==> src/hw/owc_pkg.sv <==
// Function
// Before a switch to the slow clock, software turns the slow oscillator on and only then starts the pair.
// Before a switch to the fast clock, software turns the fast oscillator on and only then starts the pair.
// The pair counts up from the moment the run bit of the upper counter control is written to one.
// When the up-counter meets the 16-bit period comparator the counter clears and the match request is raised.
// After the match on a fast-to-slow switch, software stops the pair, selects the slow clock, then stops the fast one.
// After the match on a slow-to-fast switch, software stops the pair, selects the fast clock, then stops the slow one.
// With a 32.768 kHz slow source, comparator 0100H gives 7.81 ms and FF00H gives 1.99 s.
// From the fast source, comparator 0100H gives 16 us and FF00H gives 4.08 ms.
// Writing 43H to the lower counter control picks the slow source, 16-bit cascade and a cleared output flop.
// Writing 63H to the lower counter control picks the fast source, 16-bit cascade and a cleared output flop.
// Writing 05H to the upper counter control picks warm-up mode, output flop at zero, pair not running.
// Bit 3 of the upper counter control is the run bit; clearing it stops the pair.
// System control two: bit 5 selects the system clock, bit 6 enables the slow and bit 7 the fast oscillator.
// In warm-up mode only the upper eight comparator bits take part in the match; the lower eight are ignored.
// Software keeps both output flop bits at zero in warm-up mode, or the pulse pins may toggle.
// Clearing the run bit also clears the up-counter, so the next start times a fresh interval.
package owc_pkg;

  // ==========================================================================
  // register offsets (byte addresses, one aligned word each)
  localparam logic [7:0] OFS_LOWER_CTL   = 8'h00;
  localparam logic [7:0] OFS_UPPER_CTL   = 8'h04;
  localparam logic [7:0] OFS_PERIOD      = 8'h08;
  localparam logic [7:0] OFS_SYSCTL_TWO  = 8'h0c;
  localparam logic [7:0] OFS_COUNT       = 8'h10;
  localparam logic [7:0] OFS_IRQ_STATUS  = 8'h14;
  localparam logic [7:0] OFS_IRQ_MASK    = 8'h18;

  // ==========================================================================
  // field positions
  localparam int MODE_LSB        = 0;
  localparam int MODE_MSB        = 2;
  localparam int RUN_BIT         = 3;
  localparam int CLKSEL_LSB      = 4;
  localparam int CLKSEL_MSB      = 6;
  localparam int OUT_FLOP_BIT    = 7;
  localparam int SYSCLK_SEL_BIT  = 5;
  localparam int SLOW_OSC_BIT    = 6;
  localparam int FAST_OSC_BIT    = 7;
  localparam int MATCH_IRQ_BIT   = 0;

  // ==========================================================================
  // field encodings
  localparam logic [2:0] LOWER_MODE_CASCADE = 3'h3;
  localparam logic [2:0] UPPER_MODE_WARMUP  = 3'h5;
  localparam logic [2:0] CLKSEL_SLOW        = 3'h4;
  localparam logic [2:0] CLKSEL_FAST        = 3'h6;

  // ==========================================================================
  // values after reset
  localparam logic [7:0]  LOWER_CTL_RESET  = 8'h00;
  localparam logic [7:0]  UPPER_CTL_RESET  = 8'h00;
  localparam logic [15:0] PERIOD_RESET     = 16'h0000;
  localparam logic [7:0]  SYSCTL_RESET     = 8'h80;
  localparam logic        IRQ_STATUS_RESET = 1'b0;
  localparam logic        IRQ_MASK_RESET   = 1'b0;

endpackage : owc_pkg

==> src/hw/owc_count8.sv <==
`timescale 1ns/1ps
module owc_count8
  import owc_pkg::*;
#(
  parameter int WIDTH = 8
)
(
  input  wire logic             mclk,
  input  wire logic             rst_n,
  input  wire logic             clear,
  input  wire logic             step,
  output logic      [WIDTH-1:0] count,
  output logic                  carry
);

  // ==========================================================================
  // state
  typedef struct packed
  {
    logic [WIDTH-1:0] count;
  } owc_stage_t;

  owc_stage_t state;
  owc_stage_t next_state;

  always_comb
  begin
    next_state = state;
    if (clear)
    begin
      next_state.count = '0;
    end
    else if (step)
    begin
      next_state.count = state.count + {{(WIDTH-1){1'b0}}, 1'b1};
    end
  end

  always_ff @(posedge mclk or negedge rst_n)
  begin
    if (!rst_n)
    begin
      state <= '0;
    end
    else
    begin
      state <= next_state;
    end
  end

  // carry feeds the next stage of the cascade
  assign count = state.count;
  assign carry = step & (&state.count);

endmodule // owc_count8

==> src/hw/owc_warmup.sv <==
// Register access over Wishbone and the address map are this design's own decisions.
`timescale 1ns/1ps
module owc_warmup
  import owc_pkg::*;
(
  input  wire logic        mclk,
  input  wire logic        rst_n,
  input  wire logic        wb_cyc,
  input  wire logic        wb_stb,
  input  wire logic        wb_we,
  input  wire logic [7:0]  wb_adr,
  input  wire logic [3:0]  wb_sel,
  input  wire logic [31:0] wb_dat_w,
  output logic      [31:0] wb_dat_r,
  output logic             wb_ack,
  input  wire logic        slow_clock_tick,
  input  wire logic        fast_clock_tick,
  output logic             pair_match_irq,
  output logic             pair_running,
  output logic             system_clock_select,
  output logic             slow_osc_enable,
  output logic             fast_osc_enable,
  output logic             lower_output_flop,
  output logic             upper_output_flop
);

  // ==========================================================================
  // state
  typedef struct packed
  {
    logic        ack;
    logic [31:0] rdata;
    logic [7:0]  lower_counter_control;
    logic [7:0]  upper_counter_control;
    logic [7:0]  period_compare_high;
    logic [7:0]  period_compare_low;
    logic [7:0]  system_control_two;
    logic        irq_status;
    logic        irq_mask;
  } owc_regs_t;

  owc_regs_t state;
  owc_regs_t next_state;

  logic [7:0]  count_low;
  logic [7:0]  count_high;
  logic        carry_low;
  logic [15:0] count_value;
  logic [15:0] count_plus;
  logic        run_bit;
  logic        mode_ok;
  logic        source_tick;
  logic        step;
  logic        match;
  logic        clear_pair;
  logic        access;
  logic        wr_strobe;
  logic [31:0] read_word;

  // ==========================================================================
  // counting
  assign run_bit = state.upper_counter_control[RUN_BIT];

  // other timer modes are not built; the pair only counts in warm-up cascade
  assign mode_ok = (state.upper_counter_control[MODE_MSB:MODE_LSB] == UPPER_MODE_WARMUP)
                 & (state.lower_counter_control[MODE_MSB:MODE_LSB] == LOWER_MODE_CASCADE);

  always_comb
  begin
    source_tick = 1'b0;
    unique case (state.lower_counter_control[CLKSEL_MSB:CLKSEL_LSB])
      CLKSEL_SLOW: source_tick = slow_clock_tick;
      CLKSEL_FAST: source_tick = fast_clock_tick;
      default:     source_tick = 1'b0;
    endcase
  end

  assign step        = run_bit & mode_ok & source_tick;
  assign count_value = {count_high, count_low};
  assign count_plus  = count_value + 16'h0001;

  // low comparator byte ignored: interval is compare_high * 256 source ticks, or one tick when compare_high is zero
  assign match = step & (count_plus[15:8] == state.period_compare_high);

  // clears on match and whenever stopped, so each start times afresh
  assign clear_pair = match | ~run_bit;

  owc_count8 #(
    .WIDTH (8)
  ) u_lower (
    .mclk  (mclk),
    .rst_n (rst_n),
    .clear (clear_pair),
    .step  (step),
    .count (count_low),
    .carry (carry_low)
  );

  owc_count8 #(
    .WIDTH (8)
  ) u_upper (
    .mclk  (mclk),
    .rst_n (rst_n),
    .clear (clear_pair),
    .step  (carry_low),
    .count (count_high),
    .carry ()
  );

  // ==========================================================================
  // wishbone slave
  assign access    = wb_cyc & wb_stb;
  // write lands on the edge where the master samples ack
  assign wr_strobe = access & wb_we & state.ack;

  always_comb
  begin
    read_word = 32'h0000_0000;
    unique case (wb_adr)
      OFS_LOWER_CTL:  read_word[7:0]  = state.lower_counter_control;
      OFS_UPPER_CTL:  read_word[7:0]  = state.upper_counter_control;
      OFS_PERIOD:     read_word[15:0] = {state.period_compare_high, state.period_compare_low};
      OFS_SYSCTL_TWO: read_word[7:0]  = state.system_control_two;
      OFS_COUNT:      read_word[15:0] = count_value;
      OFS_IRQ_STATUS: read_word[MATCH_IRQ_BIT] = state.irq_status;
      OFS_IRQ_MASK:   read_word[MATCH_IRQ_BIT] = state.irq_mask;
      default:        read_word = 32'h0000_0000;
    endcase
  end

  always_comb
  begin
    next_state = state;

    // one wait cycle, ack for one cycle, then low again
    next_state.ack = access & ~state.ack;
    if (access & ~state.ack & ~wb_we)
    begin
      next_state.rdata = read_word;
    end

    if (wr_strobe)
    begin
      unique case (wb_adr)
        OFS_LOWER_CTL:
        begin
          if (wb_sel[0])
          begin
            next_state.lower_counter_control = wb_dat_w[7:0];
          end
        end
        OFS_UPPER_CTL:
        begin
          if (wb_sel[0])
          begin
            next_state.upper_counter_control = wb_dat_w[7:0];
          end
        end
        OFS_PERIOD:
        begin
          if (wb_sel[0])
          begin
            next_state.period_compare_low = wb_dat_w[7:0];
          end
          if (wb_sel[1])
          begin
            next_state.period_compare_high = wb_dat_w[15:8];
          end
        end
        OFS_SYSCTL_TWO:
        begin
          if (wb_sel[0])
          begin
            // only the three documented bits are kept
            next_state.system_control_two = wb_dat_w[7:0] & 8'he0;
          end
        end
        OFS_IRQ_STATUS:
        begin
          if (wb_sel[0] & wb_dat_w[MATCH_IRQ_BIT])
          begin
            next_state.irq_status = 1'b0;
          end
        end
        OFS_IRQ_MASK:
        begin
          if (wb_sel[0])
          begin
            next_state.irq_mask = wb_dat_w[MATCH_IRQ_BIT];
          end
        end
        default:
        begin
          next_state.irq_mask = state.irq_mask;
        end
      endcase
    end

    // set after the clear so a match in the clearing cycle is kept
    if (match)
    begin
      next_state.irq_status = 1'b1;
    end
  end

  always_ff @(posedge mclk or negedge rst_n)
  begin
    if (!rst_n)
    begin
      state.ack                   <= 1'b0;
      state.rdata                 <= 32'h0000_0000;
      state.lower_counter_control <= LOWER_CTL_RESET;
      state.upper_counter_control <= UPPER_CTL_RESET;
      state.period_compare_high   <= PERIOD_RESET[15:8];
      state.period_compare_low    <= PERIOD_RESET[7:0];
      state.system_control_two    <= SYSCTL_RESET;
      state.irq_status            <= IRQ_STATUS_RESET;
      state.irq_mask              <= IRQ_MASK_RESET;
    end
    else
    begin
      state <= next_state;
    end
  end

  // ==========================================================================
  // outputs
  assign wb_ack   = state.ack;
  assign wb_dat_r = state.rdata;

  // level, high while an unmasked match is pending
  assign pair_match_irq = state.irq_status & state.irq_mask;
  assign pair_running   = run_bit;

  // clock and oscillator sequencing is software's job; these only follow the bits
  assign system_clock_select = state.system_control_two[SYSCLK_SEL_BIT];
  assign slow_osc_enable     = state.system_control_two[SLOW_OSC_BIT];
  assign fast_osc_enable     = state.system_control_two[FAST_OSC_BIT];

  // flops are never toggled here; nonzero values pass straight to the pins
  assign lower_output_flop = state.lower_counter_control[OUT_FLOP_BIT];
  assign upper_output_flop = state.upper_counter_control[OUT_FLOP_BIT];

endmodule // owc_warmup

==> config.mk <==
export PLATFORM = sky130hd
export DESIGN_NAME = owc_warmup
export DESIGN_NICKNAME = d
export VERILOG_FILES = /design/src/hw/owc_pkg.sv /design/src/hw/owc_count8.sv /design/src/hw/owc_warmup.sv
export SDC_FILE = /design/constraint.sdc
export NUM_CORES = 1
export LEC_CHECK = 0
export BUFFER_PORTS_ARGS = -buffer_cell sky130_fd_sc_hd__buf_2
export CAP_MARGIN = 25
export CORE_ASPECT_RATIO = 1.25
export CORE_MARGIN = 2
export CORE_UTILIZATION = 35
export CTS_CLUSTER_SIZE = 20
export DETAILED_ROUTE_END_ITERATION = 10
export HOLD_SLACK_MARGIN = 0.08
export SYNTH_ARGS = -nofsm -noshare
export SYNTH_HDL_FRONTEND = slang
export SYNTH_SLANG_ARGS = --single-unit
==> constraint.sdc <==
create_clock -name mclk -period 4.7 [get_ports mclk]
set_input_delay 0.235 -clock mclk [delete_from_list [all_inputs] [get_ports mclk]]
set_output_delay 0.235 -clock mclk [all_outputs]
set_load 0.005 [all_outputs]
==> impl_metrics.csv, run 1 <==
group,metric,value,unit
outcome,status,"completed",
timing,final-setup-viol-count,0,
route,drtIter0Drc,111,
floorplan,chipHeight,120,um
finish,drive_gt1_share,29.8,%
timing,slew_headroom,38.0,%
place,dp_cells,512,
timing,fmax,0.391,GHz
route,avgViaCountPerCell,5.14,
route,wire_per_inst,15.8,um
floorplan,core,0.0105,mm^2
clocking,clk_pin_slew,0.06,ns
clocking,cts_made_buffers,9,
place,dp_slack,2.10,ns
timing,maxSlewViolCount,0,
floorplan,ioPinCount,91,
grt,overflow,0,
pwr,p_leak,1.95,nW
clocking,cts_buffer_depth,2,
place,gp_congestion,0.840,
synth,synth.distinct_cells,47,
timing,layout_setup_ws,2.14,ns
synth,synth_edf_count,0,
setup_path,start_kind,"flip-flop",
clocking,post-cts-setup-buffer-count,0,
timing,tightest_slew,0.926,ns
synth,avgSynthCellArea,10.5,um^2
place,io_buffers,56,
grt,grt_max_degree,71,
place,dp_hpwl,6.01,mm
synth,post-synth-top-area-fraction,46.1,%
pwr,swShare,23.7,%
synth,synth_async_sr_flop_share,100,%
job,drv_cap,0,
synth,synth_area_leaders,"dfrtp_1 (46%), mux2_2 (11%), buf_4 (7.2%), nor2_1 (4.8%), xnor2_1 (3.3%)",
synth,ys_ff_latch,70,
finish,nFillCells,1071,
pwr,internal_power,1.07,mW
synth,yosys_warnings,0,
route,post-route-drc-count,0,
setup_path,rr_endpoint,"u_lower.count[5]",
setup_path,cp.required,4.87,ns
floorplan,initial_core_util,35.7,%
setup_path,r2r_setup_slack,2.14,ns
synth,synth_top_cell_by_area,"dfrtp_1",
synth,ys.flop_type,"dfrtp_1",
setup_path,cp_cell_sequence,"nand4bb_1, nor4_2, buf_4, nor3b_1, nand4_1, o41ai_4, nor2_1",
worst_hold_path,hp-class,"in -> async",
pwr,power_density,331,mW/mm^2
grt,grt_pass1_vias,2702,
clocking,cts_tree,"done",
route,dr_total_vias,2713,
setup_path,crit_family,"simple AND/OR/NAND/NOR gates",
setup_path,crit_path_end_kind,"flip-flop",
setup_path,ff2ff_path_depth,7,
timing,clock_skew,0.00741,ns
clocking,cts_hold_buffers,0,
setup_path,worstSetupPathType,"reg -> reg",
timing,tns,0,ns
setup_path,reg2reg_from,"state[38]",
finish,final_cells,528,
finish,antenna_cells,0,
setup_path,path_depth,7,
finish,fin_nets,444,
timing,hold_viol,0,
setup_path,crit_path_max_incr_delay,0.78,ns
setup_path,worst-path-buf-inv,1,
timing,period_needed,2.56,ns
clocking,clock_latency,0.33,ns
floorplan,die-area,0.0116,mm^2
synth,synth_cells,357,
pwr,p_clk_share,49.3,%
route,ant_nets,0,
clocking,root_buffer,"clkbuf_16",
grt,grt_pass1_wl,13.7,mm
pwr,vdd_drop_max,0.000223,V
clocking,cts.repair.resized,0,
pwr,seq_power_share,44.9,%
setup_path,critPathSlowestCell,"o41ai_4",
finish,area.growth.synth_to_final,13.1,%
floorplan,dieWidth,96.6,um
pwr,p_total,1.40,mW
finish,final_util,40.3,%
pwr,pwr-share-comb,5.8,%
timing,period_share,54.4,%
grt,grt_use_total,15.6,%
pwr,p_switching,332,uW
clocking,cts.sink_count,70,
route,drt_first_pass_iters,4,
route,drt_wl_total,8.35,mm
synth,synth_area,0.00375,mm^2
clocking,htreeDepth,3,
timing,rsz0062_at_grt,"false",
setup_path,crit_fanout,16,
grt,antenna_found_initial,0,
floorplan,core.rowCount,42,
synth,yosysSeqAreaShare,46.8,%
setup_path,critPathArrivalTime,2.73,ns
cell usage after synthesis, types with 2 or more instances:
cell type	instances
nor2b_1	5
o21ai_0	8
and3_1	4
and4_1	3
nor3_1	3
mux2_2	35
a21oi_1	6
nor3_2	2
clkbuf_1	9
and2_1	2
mux2i_1	6
xnor2_1	14
xor2_1	11
o22ai_1	3
buf_4	36
nor2_1	48
inv_1	3
a21boi_0	4
nor4_1	2
a31oi_1	3
buf_2	6
nand3_1	8
a222oi_1	4
a221oi_1	10
nand4_1	10
ha_1	2
nand2_1	22
dfrtp_1	69
cell usage in the layout, fill, tap and decap left out, drive strengths merged, types with 9 or more instances in the layout:
cell	synthesis	layout
xnor2	14	14
buf	43	60
xor2	11	11
mux2	35	35
clkbuf	9	9
conb	1	16
nand4	11	11
a221oi	10	10
dfrtp	69	69
nand2	22	22
nor2	49	49
per-layer routing:
layer,share of wire [%],vias up,global-route usage (%)
met2,49,78,25.0
li1,-,1277,-
met4,0.79,0,4.05
met1,45,1352,20.8
met5,0,-,0
met3,5.5,6,3.95
power by group through the flow:
stage | registers, mW | clock network (mW) | logic, mW
final | 0.630 | 0.691 | 0.0807
after global routing | 0.632 | 0.734 | 0.0946
after CTS | 0.630 | 0.707 | 0.0830
after detailed placement | 0.641 | 0 | 0.0829
after global placement | 0.641 | 0 | 0.0811
after floorplan | 0.638 | 0 | 0.0639
metrics by stage:
| stage | hold slack (ns) | cell area, um^2 |
|---|---|---|
| after floorplan | -0.0606 | 3800 |
| after global placement | 0.460 | 3940 |
| after detailed placement | 0.466 | 3940 |
| after CTS | 0.136 | 4240 |
| after global routing | 0.135 | 4240 |
| final | 0.0970 | 4240 |
final cells by class:
cell class | count | area [um^2] | area share [%]
Clock buffer | 9 | 225 | 5.31
Clock inverter | 7 | 78.8 | 1.86
Inverter | 3 | 11.3 | 0.266
Multi-Input combinational cell | 247 | 1700 | 40.0
Sequential cell | 70 | 1750 | 41.4
Tap cell | 132 | 165 | 3.90
Timing Repair Buffer | 60 | 310 | 7.32
worst max-delay path by stage:
stage	end	slack, ns	startpoint
after floorplan	u_upper.count[4]	2.71	u_lower.count[0]
after global placement	upper_output_flop	2.12	wb_adr[5]
after detailed placement	u_upper.count[7]	2.10	u_lower.count[0]
after CTS	u_upper.count[7]	2.09	u_lower.count[0]
after global routing	u_lower.count[1]	1.94	u_lower.count[0]
final	u_lower.count[5]	2.14	state[38]
logic make-up (layout without fill, tap and decap cells):
logic type	count (synthesis)	in the layout	share of synthesized area (%)
compound gates	45	45	9.21
xor+xnor	25	25	5.84
fa+ha+maj	2	2	0.667
buf+inv	55	79	9.51
flops	70	70	46.8
mux	41	41	12.1
other cells	1	16	0.100
simple gates	118	118	15.8
state kept, by name, indices dropped and copies added, names as in the netlist:
register,count
state,31
wb_dat_r,16
u_lower.count,8
u_upper.count,8
fast_osc_enable,1
lower_output_flop,1
pair_running,1
slow_osc_enable,1
system_clock_select,1
upper_output_flop,1
wb_ack,1
Power figures use the tool's default switching activity.
==> run 2, diff against run 1 <==
==> constraint.sdc (replaced) <==
create_clock -name mclk -period 2.2 [get_ports mclk]
set_input_delay 0.11 -clock mclk [delete_from_list [all_inputs] [get_ports mclk]]
set_output_delay 0.11 -clock mclk [all_outputs]
set_load 0.005 [all_outputs]
==> run 2 against run 1 <==
  * Cell area up 7.3%
  * First-iteration DRC count up 31%
  * Utilization up 2.9 points
  * Clock power up 97%
  * Wire length up 5.0%
  * Clock skew down 0.0035 ns
  * Final cell count up 6.4%
  * Critical path type unchanged
  * Largest power group unchanged
==> impl_metrics.csv, run 2 (synthesized netlist as in run 1, its figures left out) <==
group,metric,value,unit
outcome,status,"completed",
route,drtIter0Drc,145,
setup_path,start_kind,"flip-flop",
finish,drive_gt1_share,31.6,%
floorplan,chipHeight,120,um
clocking,cts_tree,"done",
route,avgViaCountPerCell,5.07,
finish,largest_register_ffs,31,
floorplan,die-area,0.0116,mm^2
clocking,htreeDepth,3,
route,wire_per_inst,15.6,um
finish,final_cells,562,
finish,final_cell_mix,"dfrtp_1 (69), buf_2 (56), nor2_1 (48), mux2_2 (35), nand2_1 (22)",
job,drv_cap,0,
pwr,p_leak,2.13,nW
route,dr_total_vias,2851,
clocking,root_buffer,"clkbuf_16",
clocking,cts.sink_count,70,
clocking,post-cts-setup-buffer-count,0,
timing,final-setup-viol-count,0,
finish,fin_nets,478,
finish,seqCellArea,0.00175,mm^2
grt,grt_pass1_vias,2822,
grt,antenna_found_initial,0,
finish,area.growth.synth_to_final,21.3,%
timing,layout_setup_ws,0.136,ns
timing,clock_skew,0.00392,ns
place,gp_congestion,0.852,
floorplan,ioPinCount,91,
timing,tns,0,ns
route,ant_nets,0,
pwr,p_clk_share,46.6,%
pwr,vdd_drop_max,0.000389,V
finish,layout_commonest_cell,"dfrtp_1",
pwr,internal_power,2.24,mW
route,drt_first_pass_iters,4,
timing,fmax,0.485,GHz
pwr,swShare,22.9,%
grt,grt_pass1_wl,14.0,mm
finish,multi_input_area,0.00171,mm^2
place,dp_slack,0.152,ns
setup_path,critPathArrivalTime,2.28,ns
timing,maxSlewViolCount,0,
timing,rsz0062_at_grt,"false",
place,dp_cells,529,
grt,grt_max_degree,34,
floorplan,core.rowCount,42,
pwr,seq_power_share,46.3,%
clocking,cts_buffer_depth,2,
clocking,cts_made_buffers,9,
timing,hold_viol,0,
floorplan,initial_core_util,35.7,%
route,post-route-drc-count,0,
grt,grt_use_total,15.9,%
timing,slew_headroom,53.0,%
setup_path,crit_path_end_kind,"flip-flop",
pwr,p_switching,666,uW
floorplan,core,0.0105,mm^2
timing,period_share,93.8,%
clocking,clk_pin_slew,0.06,ns
finish,antenna_cells,0,
finish,top_register,"state",
clocking,clock_latency,0.33,ns
place,dp_hpwl,6.41,mm
route,drt_wl_total,8.77,mm
timing,tightest_slew,0.705,ns
timing,period_needed,2.06,ns
grt,overflow,0,
setup_path,worstSetupPathType,"reg -> reg",
setup_path,crit_fanout,10,
floorplan,dieWidth,96.6,um
pwr,pwr-share-comb,7.1,%
pwr,power_density,640,mW/mm^2
worst_hold_path,hp-class,"in -> reg",
setup_path,cp.required,2.42,ns
finish,nFillCells,1025,
place,io_buffers,56,
==> run 2: what timing repair did <==
action,in CTS,in global routing
hold buffers,17,0
hold endpoints to repair,53,0
resized for setup,0,2
endpoints found under the setup margin,0,1
==> run 2: stage by stage <==
step	util [%]	power [mW]	cell area [um^2]	hold slack [ns]
2_1_floorplan	-	1.50	3800	-0.186
5_1_grt	43.3	3.04	4550	0.107
3_5_place_dp	38.8	1.56	4080	0.158
6_report	43.3	2.91	4550	0.0868
3_3_place_gp	38.8	1.55	4080	0.157
4_1_cts	43.1	2.95	4530	0.0834
==> run 2: worst max-delay path, stage by stage (launching register included) <==
cell and delay, ns:
dfrtp_1 0.52, and4_1 0.33, a31oi_1 0.11, nor3b_1 0.22, nand4_1 0.21, o41ai_4 0.27, buf_4 0.22, nor2_1 0.06
==> run 2: area by class of cell <==
| cell class | instances | share of cell area, % |
|---|---|---|
| sequential | 70 | 38.6 |
| multi-input combinational | 247 | 37.6 |
| timing repair buffer | 94 | 13.6 |
| clock buffer | 11 | 5.56 |
| tap | 132 | 3.63 |
| clock inverter | 5 | 0.743 |
| inverter | 3 | 0.248 |
==> run 2: final timing paths <==
path                            cells after the start  slack, ns          endpoint             start
worst max-delay path                                7       0.14  u_lower.count[0]  u_upper.count[2]
worst min-delay path                                3       0.09            wb_ack            wb_cyc
worst max register to register                      7       0.14  u_lower.count[0]  u_upper.count[2]
worst min register to register                      2       0.48       wb_dat_r[1]       wb_dat_r[1]
max in group asynchronous                           3       1.28       wb_dat_r[0]             rst_n
min in group asynchronous                           2       0.33  u_lower.count[0]             rst_n
==> run 2: per-layer routing <==
layer  global-route usage [%]  wire, um  part of all wire [%]
met4                     5.99        85                  0.97
met2                     25.7      4350                    50
met1                     20.8      3860                    44
met3                     3.39       466                   5.3
met5                        0         0                     0
==> run 2: power groups by stage <==
stage	registers (mW)	clock network [mW]	logic, mW
after floorplan	1.36	0	0.137
after global placement	1.37	0	0.181
after detailed placement	1.37	0	0.186
after CTS	1.35	1.39	0.209
after global routing	1.35	1.45	0.235
final	1.35	1.36	0.206
==> run 3, diff against run 2 <==
--- a/config.mk
+++ b/config.mk
@@ -8,11 +8,11 @@
 export BUFFER_PORTS_ARGS = -buffer_cell sky130_fd_sc_hd__buf_2
 export CAP_MARGIN = 25
 export CORE_ASPECT_RATIO = 1.25
-export CORE_MARGIN = 2
 export CORE_UTILIZATION = 35
 export CTS_CLUSTER_SIZE = 20
 export DETAILED_ROUTE_END_ITERATION = 10
 export HOLD_SLACK_MARGIN = 0.08
+export SLEW_MARGIN = 5
 export SYNTH_ARGS = -nofsm -noshare
 export SYNTH_HDL_FRONTEND = slang
 export SYNTH_SLANG_ARGS = --single-unit
==> run 3 against run 2 <==
  * Worst hold slack improved by 0.016 ns
  * First-iteration DRC count rose by 18%
  * Clock power about the same
  * Worst setup slack better by 0.021 ns
  * Register-to-register slack gained 0.02 ns
  * Wire length down 2.6%
  * Sequential share of layout area is 0.16 points higher
  * Clock skew increased by 0.0034 ns
  * Utilization rose by 0.87 points
==> impl_metrics.csv, run 3 (synthesized netlist as in run 1, its figures left out) <==
group,metric,value,unit
timing,tightest_slew,0.690,ns
place,dp_slack,0.175,ns
worst_hold_path,hp-class,"in -> reg",
finish,fin_nets,478,
setup_path,crit_path_end_kind,"flip-flop",
route,avgViaCountPerCell,5.05,
timing,rsz0062_at_grt,"false",
finish,final_cell_mix,"dfrtp_1 (69), buf_2 (56), nor2_1 (48), mux2_2 (35), nand2_1 (22)",
timing,period_needed,2.04,ns
setup_path,start_kind,"flip-flop",
pwr,power_density,650,mW/mm^2
grt,grt_pass1_vias,2855,
finish,stdcell_area,0.00453,mm^2
setup_path,cp.required,2.41,ns
setup_path,r2r_setup_slack,0.16,ns
place,dp_hpwl,6.19,mm
setup_path,critPathArrivalTime,2.25,ns
clocking,cts_tree,"done",
timing,fmax,0.490,GHz
timing,clock_skew,0.00730,ns
timing,period_share,92.8,%
timing,hold_viol,0,
clocking,root_buffer,"clkbuf_16",
floorplan,die-area,0.0111,mm^2
clocking,cts.sink_count,70,
pwr,vdd_drop_max,0.000353,V
grt,grt_max_degree,32,
route,drtIter0Drc,171,
route,drt_first_pass_iters,6,
grt,antenna_found_initial,0,
route,dr_total_vias,2824,
grt,grt_pass1_wl,14.1,mm
clocking,cts_made_buffers,9,
timing,fin_hold_ws,0.103,ns
timing,layout_setup_ws,0.158,ns
setup_path,rr_endpoint,"u_upper.count[1]",
finish,drive_gt1_share,30.5,%
clocking,htreeDepth,3,
pwr,p_leak,2.11,nW
floorplan,core.rowCount,41,
setup_path,crit_fanout,9,
timing,final-setup-viol-count,0,
place,gp_congestion,0.885,
floorplan,dieWidth,94.6,um
grt,overflow,0,
setup_path,crit_start,"u_upper.count[2]",
timing,slew_headroom,54.0,%
place,dpl_cell_area,0.00406,mm^2
setup_path,reg2reg_from,"u_upper.count[2]",
finish,largest_register_ffs,31,
outcome,status,"completed",
timing,maxSlewViolCount,0,
route,ant_nets,0,
floorplan,initial_core_util,36.5,%
timing,tns,0,ns
setup_path,ff2ff_path_depth,7,
finish,top_register,"state",
floorplan,ioPinCount,91,
clocking,cts_buffer_depth,2,
job,drv_cap,0,
setup_path,critPathCapture,"u_upper.count[1]",
floorplan,core,0.0103,mm^2
floorplan,chipHeight,118,um
route,wire_per_inst,15.3,um
place,io_buffers,56,
clocking,clk_pin_slew,0.06,ns
grt,grt_use_total,16.5,%
finish,nFillCells,996,
clocking,clock_latency,0.33,ns
route,post-route-drc-count,0,
finish,area.growth.synth_to_final,20.8,%
setup_path,worstSetupPathType,"reg -> reg",
finish,antenna_cells,0,
route,drt_wl_total,8.54,mm
finish,layout_commonest_cell,"dfrtp_1",
-- run 3: changes by cell type in the layout (fill, tap and decap cells not counted), sizes merged --
cell	before	now
dlygate4sd3	17	18
clkinv	3	2
buf	77	76
clkbuf	11	12
bufinv	0	1
clkinvlp	2	1
-- run 3: timing repair --
item	4_1_cts	5_1_grt
hold buffers	18	0
buffers inserted	0	0
hold endpoints to repair	57	0
resized for setup	0	0
-- run 3: layout make-up --
type	instances	area, um^2	area share [%]
Clock inverter	4	47.5	1.05
Timing Repair Buffer	94	623	13.8
Sequential cell	70	1750	38.7
Clock buffer	12	236	5.22
Inverter	3	11.3	0.249
Multi-Input combinational cell	247	1700	37.4
Tap cell	129	161	3.56
-- run 3: metal layers --
layer	GRT usage [%]	wire length, um	up-vias
met2	27.1	4160	80
met5	0	0	-
met4	7.58	194	0
met1	20.9	3800	1380
met3	2.71	378	16
li1	-	-	1348
-- run 3: power by group --
| part | total [mW] | switching, mW | leakage (nW) | internal [mW] |
|---|---|---|---|---|
| Clock | 1.39 | 0.521 | 0.137 | 0.874 |
| Combinational | 0.204 | 0.106 | 1.03 | 0.0976 |
| Sequential | 1.35 | 0.0211 | 0.943 | 1.33 |
| Total | 2.95 | 0.648 | 2.11 | 2.30 |
-- run 3: worst min path at each step --
| stage | startpoint | endpoint | slack [ns] | cells after the start |
|---|---|---|---|---|
| after floorplan | rst_n | lower_output_flop | -0.19 | 0 |
| after global placement | rst_n | state[25] | 0.17 | 1 |
| after detailed placement | rst_n | wb_dat_r[15] | 0.17 | 1 |
| after CTS | wb_dat_w[0] | state[0] | 0.1 | 2 |
| after global routing | wb_dat_w[0] | state[26] | 0.11 | 2 |
| final | wb_dat_w[0] | state[0] | 0.10 | 2 |
-- run 3: critical path: stages, from the launching register on --
cell,delay (ns)
dfrtp_1,0.52
and4_1,0.33
nand4_1,0.16
nor2_1,0.15
xnor2_1,0.14
o41ai_4,0.36
buf_4,0.22
a21oi_1,0.06
-- run 3: stage by stage --
stage | instances | util, % | total power [mW]
after CTS | 559 | 44.1 | 2.97
after detailed placement | 525 | 39.6 | 1.55
final | 559 | 44.1 | 2.95
after global routing | 559 | 44.1 | 3.07
after global placement | 525 | 39.6 | 1.55
after floorplan | 372 | - | 1.50
